==> src/hw/crc_defs.svh <==
// Purpose: register map, field positions, reset values and counts of the crc block
// Assumes: byte addresses on a 32-bit avalon-mm slave, one register per word
// Notes: definitions only
`ifndef CRC_DEFS_SVH
`define CRC_DEFS_SVH

`define CRC_OFS_CTRL 8'h00
`define CRC_OFS_POLY 8'h04
`define CRC_OFS_DATA 8'h08
`define CRC_OFS_RESULT 8'h0C
`define CRC_OFS_IRQ_STAT 8'h10
`define CRC_OFS_IRQ_MASK 8'h14

`define CRC_CTRL_IDLE_STOP 13
`define CRC_CTRL_COUNT_LSB 8
`define CRC_CTRL_FULL 7
`define CRC_CTRL_EMPTY 6
`define CRC_CTRL_RUN 4
`define CRC_CTRL_POLY_LENGTH_FIELD_LSB 0

`define CRC_IRQ_DONE 0
`define CRC_IRQ_OVERFLOW 1

`define CRC_RST_POLY_LENGTH_FIELD 4'h0
`define CRC_RST_POLY 16'h0000
`define CRC_RST_RESULT 16'h0000
`define CRC_RST_IRQ 2'h0

`define CRC_POLY_LENGTH_FIELD_DEEP_MAX 4'h7
`define CRC_DEPTH_SHALLOW 5'h08
`define CRC_DEPTH_DEEP 5'h10
`define CRC_WORD_BITS 16
`define CRC_LAST_BIT 4'hF

`endif

==> src/hw/crc_pkg.sv <==
// Purpose: shared types of the crc block
// Assumes: nothing beyond crc_defs.svh
// Notes: fsm states and bus-facing widths
package crc_pkg;
  typedef enum logic {
    SH_IDLE,
    SH_SHIFT
  } shift_state_e;
  typedef logic [31:0] bus_word_t;
  typedef logic [7:0] bus_addr_t;
  typedef logic [15:0] crc_word_t;
endpackage

==> src/hw/programmable_crc_control.sv <==
// Purpose: control, status and avalon-mm slave of the programmable crc block
// Assumes: idle_mode comes from same-clock power logic
// Notes: one wait state per access
// Overview of operation
// - idle_stop set halts crc during idle
// - word count readable at bits 12:8
// - depth 8 if length field above 7 (length above 8), else 16
// - full flag bit 7 at depth limit
// - empty flag bit 6, resets to one
// - run bit 4 starts/stops serial shifter
// - length field bits 3:0, length minus one
// - bits 15, 14, 5 read zero
`timescale 1ns/1ps
`include "crc_defs.svh"
module programmable_crc_control #(
  parameter int FIFO_DEPTH = 16
) (
  input wire logic clk,
  input wire logic srst,
  input wire crc_pkg::bus_addr_t address,
  input wire logic read,
  input wire logic write,
  input wire crc_pkg::bus_word_t writedata,
  input wire logic [3:0] byteenable,
  output crc_pkg::bus_word_t readdata,
  output logic waitrequest,
  input wire logic idle_mode,
  output logic irq
);
  import crc_pkg::*;

  logic ack_ff, nxt_ack;
  bus_word_t rdata_ff, nxt_rdata;
  logic idle_stop_ff, nxt_idle_stop;
  logic run_ff, nxt_run;
  logic [3:0] poly_length_field_ff, nxt_poly_length_field;
  crc_word_t poly_ff, nxt_poly;
  logic [1:0] irq_stat_ff, nxt_irq_stat, irq_mask_ff, nxt_irq_mask, events;
  logic req, wr, halted, shift_en;
  logic [4:0] count, limit;
  logic full, empty, push, pop, overflow, done;
  logic busy, last, seed_load;
  crc_word_t head, crc;
  logic [15:0] ctrl_view;

  assign req = read | write;
  assign waitrequest = req & ~ack_ff;
  assign wr = write & ack_ff;

  assign limit = (poly_length_field_ff > `CRC_POLY_LENGTH_FIELD_DEEP_MAX) ? `CRC_DEPTH_SHALLOW : `CRC_DEPTH_DEEP;
  assign full = (count >= limit);
  assign empty = (count == 5'h00);

  assign halted = idle_stop_ff & idle_mode;
  assign shift_en = run_ff & ~halted;
  assign pop = shift_en & ~busy & ~empty;

  // writes at the limit are dropped and flagged
  assign push = wr & (address == `CRC_OFS_DATA) & (|byteenable[1:0]) & ~full;
  assign overflow = wr & (address == `CRC_OFS_DATA) & (|byteenable[1:0]) & full;
  assign seed_load = wr & (address == `CRC_OFS_RESULT) & (|byteenable[1:0]) & ~busy;
  assign done = last & empty & ~push;

  always_comb begin
    ctrl_view = 16'h0000;
    ctrl_view[`CRC_CTRL_IDLE_STOP] = idle_stop_ff;
    ctrl_view[`CRC_CTRL_COUNT_LSB +: 5] = count;
    ctrl_view[`CRC_CTRL_FULL] = full;
    ctrl_view[`CRC_CTRL_EMPTY] = empty;
    ctrl_view[`CRC_CTRL_RUN] = run_ff;
    ctrl_view[`CRC_CTRL_POLY_LENGTH_FIELD_LSB +: 4] = poly_length_field_ff;
  end

  // bus access: read data captured on the stall cycle
  always_comb begin
    nxt_ack = req & ~ack_ff;
    nxt_rdata = rdata_ff;
    if (read && !ack_ff) begin
      unique case (address)
        `CRC_OFS_CTRL: nxt_rdata = {16'h0000, ctrl_view};
        `CRC_OFS_POLY: nxt_rdata = {16'h0000, poly_ff};
        `CRC_OFS_RESULT: nxt_rdata = {16'h0000, crc};
        `CRC_OFS_IRQ_STAT: nxt_rdata = {30'h0, irq_stat_ff};
        `CRC_OFS_IRQ_MASK: nxt_rdata = {30'h0, irq_mask_ff};
        default: nxt_rdata = 32'h00000000;
      endcase
    end
  end

  always_ff @(posedge clk) begin
    if (srst) begin
      ack_ff <= 1'b0;
      rdata_ff <= 32'h00000000;
    end else begin
      ack_ff <= nxt_ack;
      rdata_ff <= nxt_rdata;
    end
  end

  // control registers; bits 15, 14 and 5 have no storage
  always_comb begin
    nxt_idle_stop = idle_stop_ff;
    nxt_run = run_ff;
    nxt_poly_length_field = poly_length_field_ff;
    nxt_poly = poly_ff;
    nxt_irq_mask = irq_mask_ff;
    if (wr && address == `CRC_OFS_CTRL) begin
      if (byteenable[1]) begin
        nxt_idle_stop = writedata[`CRC_CTRL_IDLE_STOP];
      end
      if (byteenable[0]) begin
        nxt_run = writedata[`CRC_CTRL_RUN];
        nxt_poly_length_field = writedata[`CRC_CTRL_POLY_LENGTH_FIELD_LSB +: 4];
      end
    end
    if (wr && address == `CRC_OFS_POLY) begin
      if (byteenable[0]) begin
        nxt_poly[7:0] = writedata[7:0];
      end
      if (byteenable[1]) begin
        nxt_poly[15:8] = writedata[15:8];
      end
    end
    if (wr && address == `CRC_OFS_IRQ_MASK && byteenable[0]) begin
      nxt_irq_mask = writedata[1:0];
    end
  end

  // sticky events: set wins over write-one-to-clear
  always_comb begin
    events = 2'b00;
    events[`CRC_IRQ_DONE] = done;
    events[`CRC_IRQ_OVERFLOW] = overflow;
    nxt_irq_stat = irq_stat_ff;
    if (wr && address == `CRC_OFS_IRQ_STAT && byteenable[0]) begin
      nxt_irq_stat = irq_stat_ff & ~writedata[1:0];
    end
    nxt_irq_stat = nxt_irq_stat | events;
  end

  always_ff @(posedge clk) begin
    if (srst) begin
      idle_stop_ff <= 1'b0;
      run_ff <= 1'b0;
      poly_length_field_ff <= `CRC_RST_POLY_LENGTH_FIELD;
      poly_ff <= `CRC_RST_POLY;
      irq_stat_ff <= `CRC_RST_IRQ;
      irq_mask_ff <= `CRC_RST_IRQ;
    end else begin
      idle_stop_ff <= nxt_idle_stop;
      run_ff <= nxt_run;
      poly_length_field_ff <= nxt_poly_length_field;
      poly_ff <= nxt_poly;
      irq_stat_ff <= nxt_irq_stat;
      irq_mask_ff <= nxt_irq_mask;
    end
  end

  assign irq = |(irq_stat_ff & irq_mask_ff);
  assign readdata = rdata_ff;

  crc_fifo #(
    .WIDTH(`CRC_WORD_BITS),
    .DEPTH(FIFO_DEPTH)
  ) u_fifo (
    .clk(clk),
    .srst(srst),
    .push(push),
    .push_data(writedata[15:0]),
    .pop(pop),
    .pop_data(head),
    .count(count)
  );

  crc_shifter u_shifter (
    .clk(clk),
    .srst(srst),
    .enable(shift_en),
    .start(pop),
    .word(head),
    .poly_length_field(poly_length_field_ff),
    .poly(poly_ff),
    .seed_load(seed_load),
    .seed(writedata[15:0]),
    .busy(busy),
    .last(last),
    .crc(crc)
  );
endmodule // programmable_crc_control

==> src/hw/crc_fifo.sv <==
// Purpose: input word fifo with a depth limit chosen at run time
// Assumes: caller never pushes at the limit nor pops when empty
// Notes: flip-flop storage, index-addressed
`timescale 1ns/1ps
`include "crc_defs.svh"
module crc_fifo #(
  parameter int WIDTH = 16,
  parameter int DEPTH = 16
) (
  input wire logic clk,
  input wire logic srst,
  input wire logic push,
  input wire logic [WIDTH-1:0] push_data,
  input wire logic pop,
  output logic [WIDTH-1:0] pop_data,
  output logic [4:0] count
);
  import crc_pkg::*;
  localparam int AW = $clog2(DEPTH);
  logic [WIDTH-1:0] mem_ff [DEPTH];
  logic [AW-1:0] wr_ptr_ff, nxt_wr_ptr, rd_ptr_ff, nxt_rd_ptr;
  logic [4:0] count_ff, nxt_count;

  always_comb begin
    nxt_wr_ptr = push ? wr_ptr_ff + 1'b1 : wr_ptr_ff;
    nxt_rd_ptr = pop ? rd_ptr_ff + 1'b1 : rd_ptr_ff;
    nxt_count = count_ff;
    if (push && !pop) begin
      nxt_count = count_ff + 5'h01;
    end else if (pop && !push) begin
      nxt_count = count_ff - 5'h01;
    end
  end

  always_ff @(posedge clk) begin
    if (srst) begin
      wr_ptr_ff <= '0;
      rd_ptr_ff <= '0;
      count_ff <= 5'h00;
    end else begin
      wr_ptr_ff <= nxt_wr_ptr;
      rd_ptr_ff <= nxt_rd_ptr;
      count_ff <= nxt_count;
    end
  end

  // storage entries carry no reset; the count marks what is valid
  genvar gi;
  generate
    for (gi = 0; gi < DEPTH; gi++) begin : g_entry
      always_ff @(posedge clk) begin
        if (push && wr_ptr_ff == AW'(gi)) begin
          mem_ff[gi] <= push_data;
        end
      end
    end
  endgenerate

  assign pop_data = mem_ff[rd_ptr_ff];
  assign count = count_ff;
endmodule // crc_fifo

==> src/hw/crc_shifter.sv <==
// Purpose: serial crc shifter, one data bit per clock, msb first
// Assumes: start only while idle; seed_load only while idle
// Notes: enable low freezes a word in progress; seed_load and start still act while idle
`timescale 1ns/1ps
`include "crc_defs.svh"
module crc_shifter (
  input wire logic clk,
  input wire logic srst,
  input wire logic enable,
  input wire logic start,
  input wire crc_pkg::crc_word_t word,
  input wire logic [3:0] poly_length_field,
  input wire crc_pkg::crc_word_t poly,
  input wire logic seed_load,
  input wire crc_pkg::crc_word_t seed,
  output logic busy,
  output logic last,
  output crc_pkg::crc_word_t crc
);
  import crc_pkg::*;
  shift_state_e state_ff, nxt_state;
  crc_word_t crc_ff, nxt_crc, data_ff, nxt_data, len_mask;
  logic [3:0] bit_ff, nxt_bit;
  logic fb;

  always_comb begin
    len_mask = 16'hFFFF >> (4'hF - poly_length_field);
    fb = crc_ff[poly_length_field] ^ data_ff[`CRC_WORD_BITS-1];
    nxt_state = state_ff;
    nxt_crc = crc_ff;
    nxt_data = data_ff;
    nxt_bit = bit_ff;
    last = 1'b0;
    unique case (state_ff)
      SH_IDLE: begin
        if (seed_load) begin
          nxt_crc = seed & len_mask;
        end
        if (start) begin
          nxt_state = SH_SHIFT;
          nxt_data = word;
          nxt_bit = 4'h0;
        end
      end
      SH_SHIFT: begin
        if (enable) begin
          nxt_crc = ((crc_ff << 1) ^ (fb ? poly : 16'h0000)) & len_mask;
          nxt_data = data_ff << 1;
          nxt_bit = bit_ff + 4'h1;
          if (bit_ff == `CRC_LAST_BIT) begin
            nxt_state = SH_IDLE;
            last = 1'b1;
          end
        end
      end
    endcase
  end

  always_ff @(posedge clk) begin
    if (srst) begin
      state_ff <= SH_IDLE;
      crc_ff <= `CRC_RST_RESULT;
      data_ff <= 16'h0000;
      bit_ff <= 4'h0;
    end else begin
      state_ff <= nxt_state;
      crc_ff <= nxt_crc;
      data_ff <= nxt_data;
      bit_ff <= nxt_bit;
    end
  end

  assign busy = (state_ff == SH_SHIFT);
  assign crc = crc_ff;
endmodule // crc_shifter

==> config.mk <==
export PLATFORM = sky130hd
export DESIGN_NAME = programmable_crc_control
export DESIGN_NICKNAME = d
export VERILOG_FILES = /design/src/hw/crc_pkg.sv /design/src/hw/programmable_crc_control.sv /design/src/hw/crc_fifo.sv /design/src/hw/crc_shifter.sv
export VERILOG_INCLUDE_DIRS = /design/src /design/src/hw
export SDC_FILE = /design/constraint.sdc
export NUM_CORES = 1
export LEC_CHECK = 0
export BUFFER_PORTS_ARGS = -buffer_cell sky130_fd_sc_hd__buf_2
export CORE_ASPECT_RATIO = 1.5
export CORE_UTILIZATION = 60
export CTS_CLUSTER_DIAMETER = 50
export CTS_CLUSTER_SIZE = 30
export DETAILED_ROUTE_END_ITERATION = 12
export HOLD_SLACK_MARGIN = 0.02
export PLACE_DENSITY = 0.83
export SYNTH_ARGS = -nofsm -noshare
export SYNTH_HDL_FRONTEND = slang
export SYNTH_SLANG_ARGS = --single-unit
==> constraint.sdc <==
create_clock -name clk -period 6.1 [get_ports clk]
set_input_delay 0.915 -clock clk [delete_from_list [all_inputs] [get_ports clk]]
set_output_delay 0.915 -clock clk [all_outputs]
set_load 0.005 [all_outputs]
**Yosys cells after proc, flatten, opt, wreduce, memory -nomap -nowiden**

Memories as Yosys holds them, arrays and structs flattened. A register that Yosys moved wholly into a read port is not among the register bits.
Cells that the tools add are included.

- Flip-flop bits (word level): 109
- Bits in writable memories: 256
- Input port bits: 49
- Output and inout bits: 34
- Word-level logic and storage cells: 239
- Memories: 1

- Add/subtract/negate cells: 6
- $lt $le $gt $ge: 3
- Equal/unequal tests: 24
- Shift operators: 1
- Muxes and demuxes: 103
- Bitwise operators: 30
- Reductions and logical operators: 55

Memory list:

| memory | words | bits a word | read ports | clocked after Yosys merged registers in | write ports | RTL line | source |
|---|---|---|---|---|---|---|---|
| u_fifo.mem_ff | 16 | 16 | 1 | 1 | 1 | crc_fifo.sv:20 | `logic [WIDTH-1:0] mem_ff [DEPTH];` |

Operator list:

| cell | count |
|---|---|
| two-way mux 16 bit | 20 |
| OR reduction 16 bit | 15 |
| one-hot mux 16 bit (5 select lines) | 1 |
| two-way mux 4 bit | 19 |
| one-hot mux 16 bit (2 select lines) | 2 |
| two-way mux 1 bit | 54 |
| == test 4 bit, second input constant | 9 |
| AND 16 bit | 2 |
| logical AND 1 bit | 25 |
| == test 4 x 3 -> 1 bit, second input constant | 4 |
| == test 8 x 4 -> 1 bit, second input constant | 2 |
| == test 8 x 5 -> 1 bit, second input constant | 2 |
| right shift 16 x 4 -> 16 bit, first input constant | 1 |
| bitwise XOR 16 bit | 1 |
| AND 1 bit | 15 |
| two-way mux 5 bit | 3 |
| adder 4 x 1 -> 4 bit, second input constant | 3 |
| AND reduction 2 bit | 6 |
| == test 4 x 2 -> 1 bit, second input constant | 2 |
| == test 8 x 3 -> 1 bit, second input constant | 1 |
| zero test 8 bit | 1 |
| one-hot mux 4 bit (2 select lines) | 1 |
| inverter 1 bit | 6 |
| adder 5 x 1 -> 5 bit, second input constant | 1 |
| other kinds (21) | 26 |

**Longest topological paths before layout**

- Word-level depth: 24
- Mapped depth: 13
- Depth with buffers taken out: 13

**By module**

From an unflattened synthesis, not the netlist that was laid out.

- Cell total of the unflattened synthesis: 1083
- Area, all modules: 15421.0 um2

By module, submodules not included:

| module | instances | cells each | area an instance (um2) | seq. area each (um2) |
|---|---|---|---|---|
| crc_fifo | 1 | 493 | 10502.6 | 8027.7 |
| crc_shifter | 1 | 340 | 2693.8 | 740.7 |
| programmable_crc_control | 1 | 250 | 2224.6 | 860.8 |

**Worst setup path before layout**

No wires, ideal clock.

- Kind: input-to-reg
- From: in address[1]
- To: mem u_fifo.mem_ff[3][0] (enable)
- Library setup time: 409 ps
- Arrival time: 3206 ps
- Required time: 5691 ps
- Slack: 2485 ps
- Stages: 5
- Path buffers: 0
- Cells stage by stage: nor3_1 nand4_1 nor4_2 nand2_1 nor3_1

- Longest elaborated chain between the ends: 23
- Elaborated cells on any way between the ends: 97

RTL lines:

| item | RTL line | source |
|---|---|---|
| from (decl) | programmable_crc_control.sv:20 | `input wire crc_pkg::bus_addr_t address,` |
| == test 8 x 4 -> 1 bit (no source line) (*) | n/a |  |
| AND 1 bit (*) (3 in a row) | programmable_crc_control.sv:59 | `` assign push = wr & (address == `CRC_OFS_DATA) & (\|byteenable[1:0]) & ~full; `` |
| net push | programmable_crc_control.sv:41 | `logic full, empty, push, pop, overflow, done;` |
| logical AND 1 bit | crc_fifo.sv:52 | `if (push && wr_ptr_ff == AW'(gi)) begin` |
| two-way mux 1 bit | crc_fifo.sv:52 |  |
| two-way mux 1 bit (not written as such) | crc_fifo.sv:53 | `mem_ff[gi] <= push_data;` |
| OR reduction 16 bit (no source line) | n/a |  |
| two-way mux 4 bit (no source line) or two-way mux 1 bit (tied branches) (15 in a row) | n/a |  |
| to (decl) | crc_fifo.sv:20 |  |

The timed path passes the listed nets; every way through them passes the cells marked *.

**Final worst setup path**

- From: in address[1]
- To: reg u_fifo.count_ff[4] (netlist: u_fifo.count[4])

- Longest elaborated chain between the ends: 7
- Elaborated cells on any way between the ends: 9

RTL lines:

| item | RTL line | source |
|---|---|---|
| == test 8 x 4 -> 1 bit (no source line) (*) | n/a |  |
| AND 1 bit (*) (3 in a row) | programmable_crc_control.sv:59 |  |
| net push | programmable_crc_control.sv:41 |  |
| zero test 1 bit | crc_fifo.sv:30 | `end else if (pop && !push) begin` |
| logical AND 1 bit | crc_fifo.sv:30 |  |
| nonzero test 2 bit (no source line) | n/a |  |
| to (signal assigned) | crc_fifo.sv:43 | `count_ff <= nxt_count;` |
| to (decl) | crc_fifo.sv:22 | `logic [4:0] count_ff, nxt_count;` |

Marked as above.
A chain may end at the register's enable or synchronous reset.

==> flow_summary.toml <==
[routing]
drc = 0
drt_iter0_drc = 789
vias_per_cell = 6.50
finalWirelength_um = 32300
avgRoutedWirePerCell_um = 24.4
postRouteAntennaNets = 0
first_pass_iters = 5
vias = 8612

[worst_setup_path]
crit_path_end = "u_fifo.count[4]"
crit_buf_inv = 2
crit_required_ps = 6470
crit_slowest_cell = "nor4_2"
arrival_ps = 4150
worstSetupEndpointType = "flip-flop"
cp_common_cell = "ha_1"
slowest_delay_ps = 870
critPathKind = "in2reg"
cp_top_family = "simple AND/OR/NAND/NOR gates"
r2r_start = "poly_length_field_ff[3]"
cp.depth = 13
ff2ff_setup_slack_ps = 2400
reg2reg_depth = 12
critPathLaunch = "address[1]"
reg2reg_to = "u_fifo.count[4]"
critPathLaunchType = "primary input"
path_max_fanout = 9
crit_chain = "buf_2 -> nor3_1 -> nand4_1 -> nor4_2 -> ha_1 -> inv_1 -> ha_1 -> nor2b_1 -> o21a_1 -> or3_1 -> a21oi_1 -> xnor2_1 -> nor2_1"

[clock_network]
cts_buffers = 16
htree_levels = 1
clkLatencyLatePin_ps = 520
cts.path.max_buffers = 3
cts.sinks = 353
cts_tree = "yes"
cts_hold_buf = 0
root_buffer = "clkbuf_16"
cts.clk_slew.worst_paths_ps = 100
cts_setup_buffers = 0
cts-resized-gates = 0

[yosys]
synth-edff-count = 256
synth-main-ff-cell = "edfxtp_1"
async_flop_share_pct = 0
netlist_area_um2 = 14800
synthDistinctLibCells = 62
avgSynthCellArea_um2 = 15.2
ys_seq_area_share_pct = 65.1
netlist_instances = 973
ys_ff_latch = 353
ys_warn_count = 0

[die]
coreArea_um2 = 24300
num_rows = 70
die_x_um = 130
boundaryPins = 83
dieArea_um2 = 25300
die_h_um = 194
start_util_pct = 60.9

[timing]
rsz0062_at_grt = "false"
finalSetupViolCount = 0
tightest_slew_ps = 1270
skew_ps = 25.4
hold_viol = 0
fmax_mhz = 264
timing.final.crit_share_pct = 62.0
slew_headroom_pct = 15.4
slew_viol_final = 0
period_needed_ps = 3780
fin_tns_setup_ps = 0
worst_slack_ps = 2320

[layout]
layout-drive-gt1-share_pct = 19.5
multi_input_area_um2 = 4830
layout_commonest_cell = "edfxtp_1"
final_cell_mix = "256 x edfxtp_1, 96 x nor2_1, 93 x dfxtp_1, 74 x mux4_2, 48 x buf_2"
syn_to_final_growth_pct = 6.76
fillers = 1695
register_area_um2 = 9640
nNetsFinal = 1051

[placed_design]
dp_slack_ps = 1830
port_buffers = 48
routabilityCongestion = 0.860
dp_hpwl_um = 20300

[global_route]
grt_pass1_wl_um = 49600
grt_start_max_net_pins = 96
antenna_found_initial = 1
overflow = 0
grtUsageMet3_pct = 2.59
use_met2_pct = 46.1
grt_pass1_vias = 8606
gr-usage-met1_pct = 32.5
grt_usage_pct = 26.6
busiest_layer = "met2"

[job]
cap_violations = 0

[pwr]
power_leakage_nw = 4.91
ir_drop_v = 0.000273
powerDensity_nw_per_um2 = 246

[outcome]
outcome = "finished clean"

[worst_hold_path]
hold_path.class = "reg2reg"
[report_power, final]
group,switching (mW),internal [mW]
logic,0.0570,0.0138
clock network,0.716,0.534
registers,0.00137,2.57
[cells in the mapped netlist (11+ instances only)]
library cell	number	share of area (%)
a211oi_1	34	1.7
xor2_1	15	0.89
edfxtp_1	256	52
nor3_1	24	0.81
nand2_1	33	0.84
ha_1	11	0.93
buf_4	18	0.91
clkbuf_1	48	1.2
mux2i_1	42	2.8
nor2b_1	16	0.68
a21oi_1	36	1.2
nor2_1	108	2.7
mux4_2	74	11
dfxtp_1	97	13
a222oi_1	11	0.74
[metrics by stage]
stage | instances | power, mW | hold WS, ps | area [µm²] | utilization [%]
2_1_floorplan | 988 | 2.65 | 460 | 14800 | -
3_3_place_gp | 1296 | 2.69 | 467 | 15300 | 63.0
3_5_place_dp | 1296 | 2.69 | 477 | 15300 | 63.0
4_1_cts | 1324 | 3.89 | 503 | 15800 | 65.0
5_1_grt | 1325 | 3.97 | 522 | 15800 | 65.0
6_report | 1325 | 3.89 | 501 | 15800 | 65.0
[worst min path at each step]
stage	depth (start not counted)	end	start	slack [ps]
2_1_floorplan	2	irq_stat_ff[1]	irq_stat_ff[1]	460
5_1_grt	2	readdata[1]	readdata[1]	520
6_report	2	readdata[5]	readdata[5]	500
4_1_cts	2	readdata[5]	readdata[5]	500
3_5_place_dp	2	readdata[12]	readdata[12]	480
3_3_place_gp	2	readdata[5]	readdata[5]	470
[worst register-to-register path, delay by kind of cell, from the launching register on]
kind                     cells  cell delay (ps)
XOR/XNOR                     1              150
flip-flops                   1              320
AO/OA/AOI/OAI                3              640
AND/OR/NAND/NOR              4             1450
buffers and inverters        2              330
adder cells (fa/ha/maj)      2              680
[final cells by class]
cell class / instances / share of cell area, %
clock buffer: 23 / 2.84
inverter: 9 / 0.214
multi-input combinational: 543 / 30.6
antenna: 1 / 0.0159
tap: 324 / 2.57
sequential: 353 / 61.1
clock inverter: 5 / 0.270
timing repair buffer: 67 / 2.43
[state kept, by name, indices dropped and copies added, names as in the netlist, 4 cells and up, named ones only]
register,flops
u_fifo.count,5
u_shifter.crc,16
u_fifo.mem_ff,256
u_shifter.bit_ff,4
poly_length_field_ff,4
u_shifter.data_ff,16
readdata,16
poly_ff,16
u_fifo.wr_ptr_ff,4
u_fifo.rd_ptr_ff,4
[layer usage]
| layer | routed length (µm) | up-vias |
|---|---|---|
| met2 | 17100 | 398 |
| met1 | 11700 | 4325 |
| li1 | - | 3776 |
| met5 | 0 | - |
| met3 | 1700 | 113 |
| met4 | 1800 | 0 |
[kinds of logic after synthesis]
family | after synthesis | share of synthesized area, %
AOI/OAI and AO/OA | 152 | 7.49
other | 1 | 0.0254
and+or+nand+nor | 222 | 7.11
xor gates and xnor gates | 21 | 1.35
muxes | 120 | 14.8
DFF | 353 | 65.1
adders and majority gates | 12 | 1.07
buffers and inverters | 92 | 2.98
No activity file was read; power rests on OpenSTA's default activity.
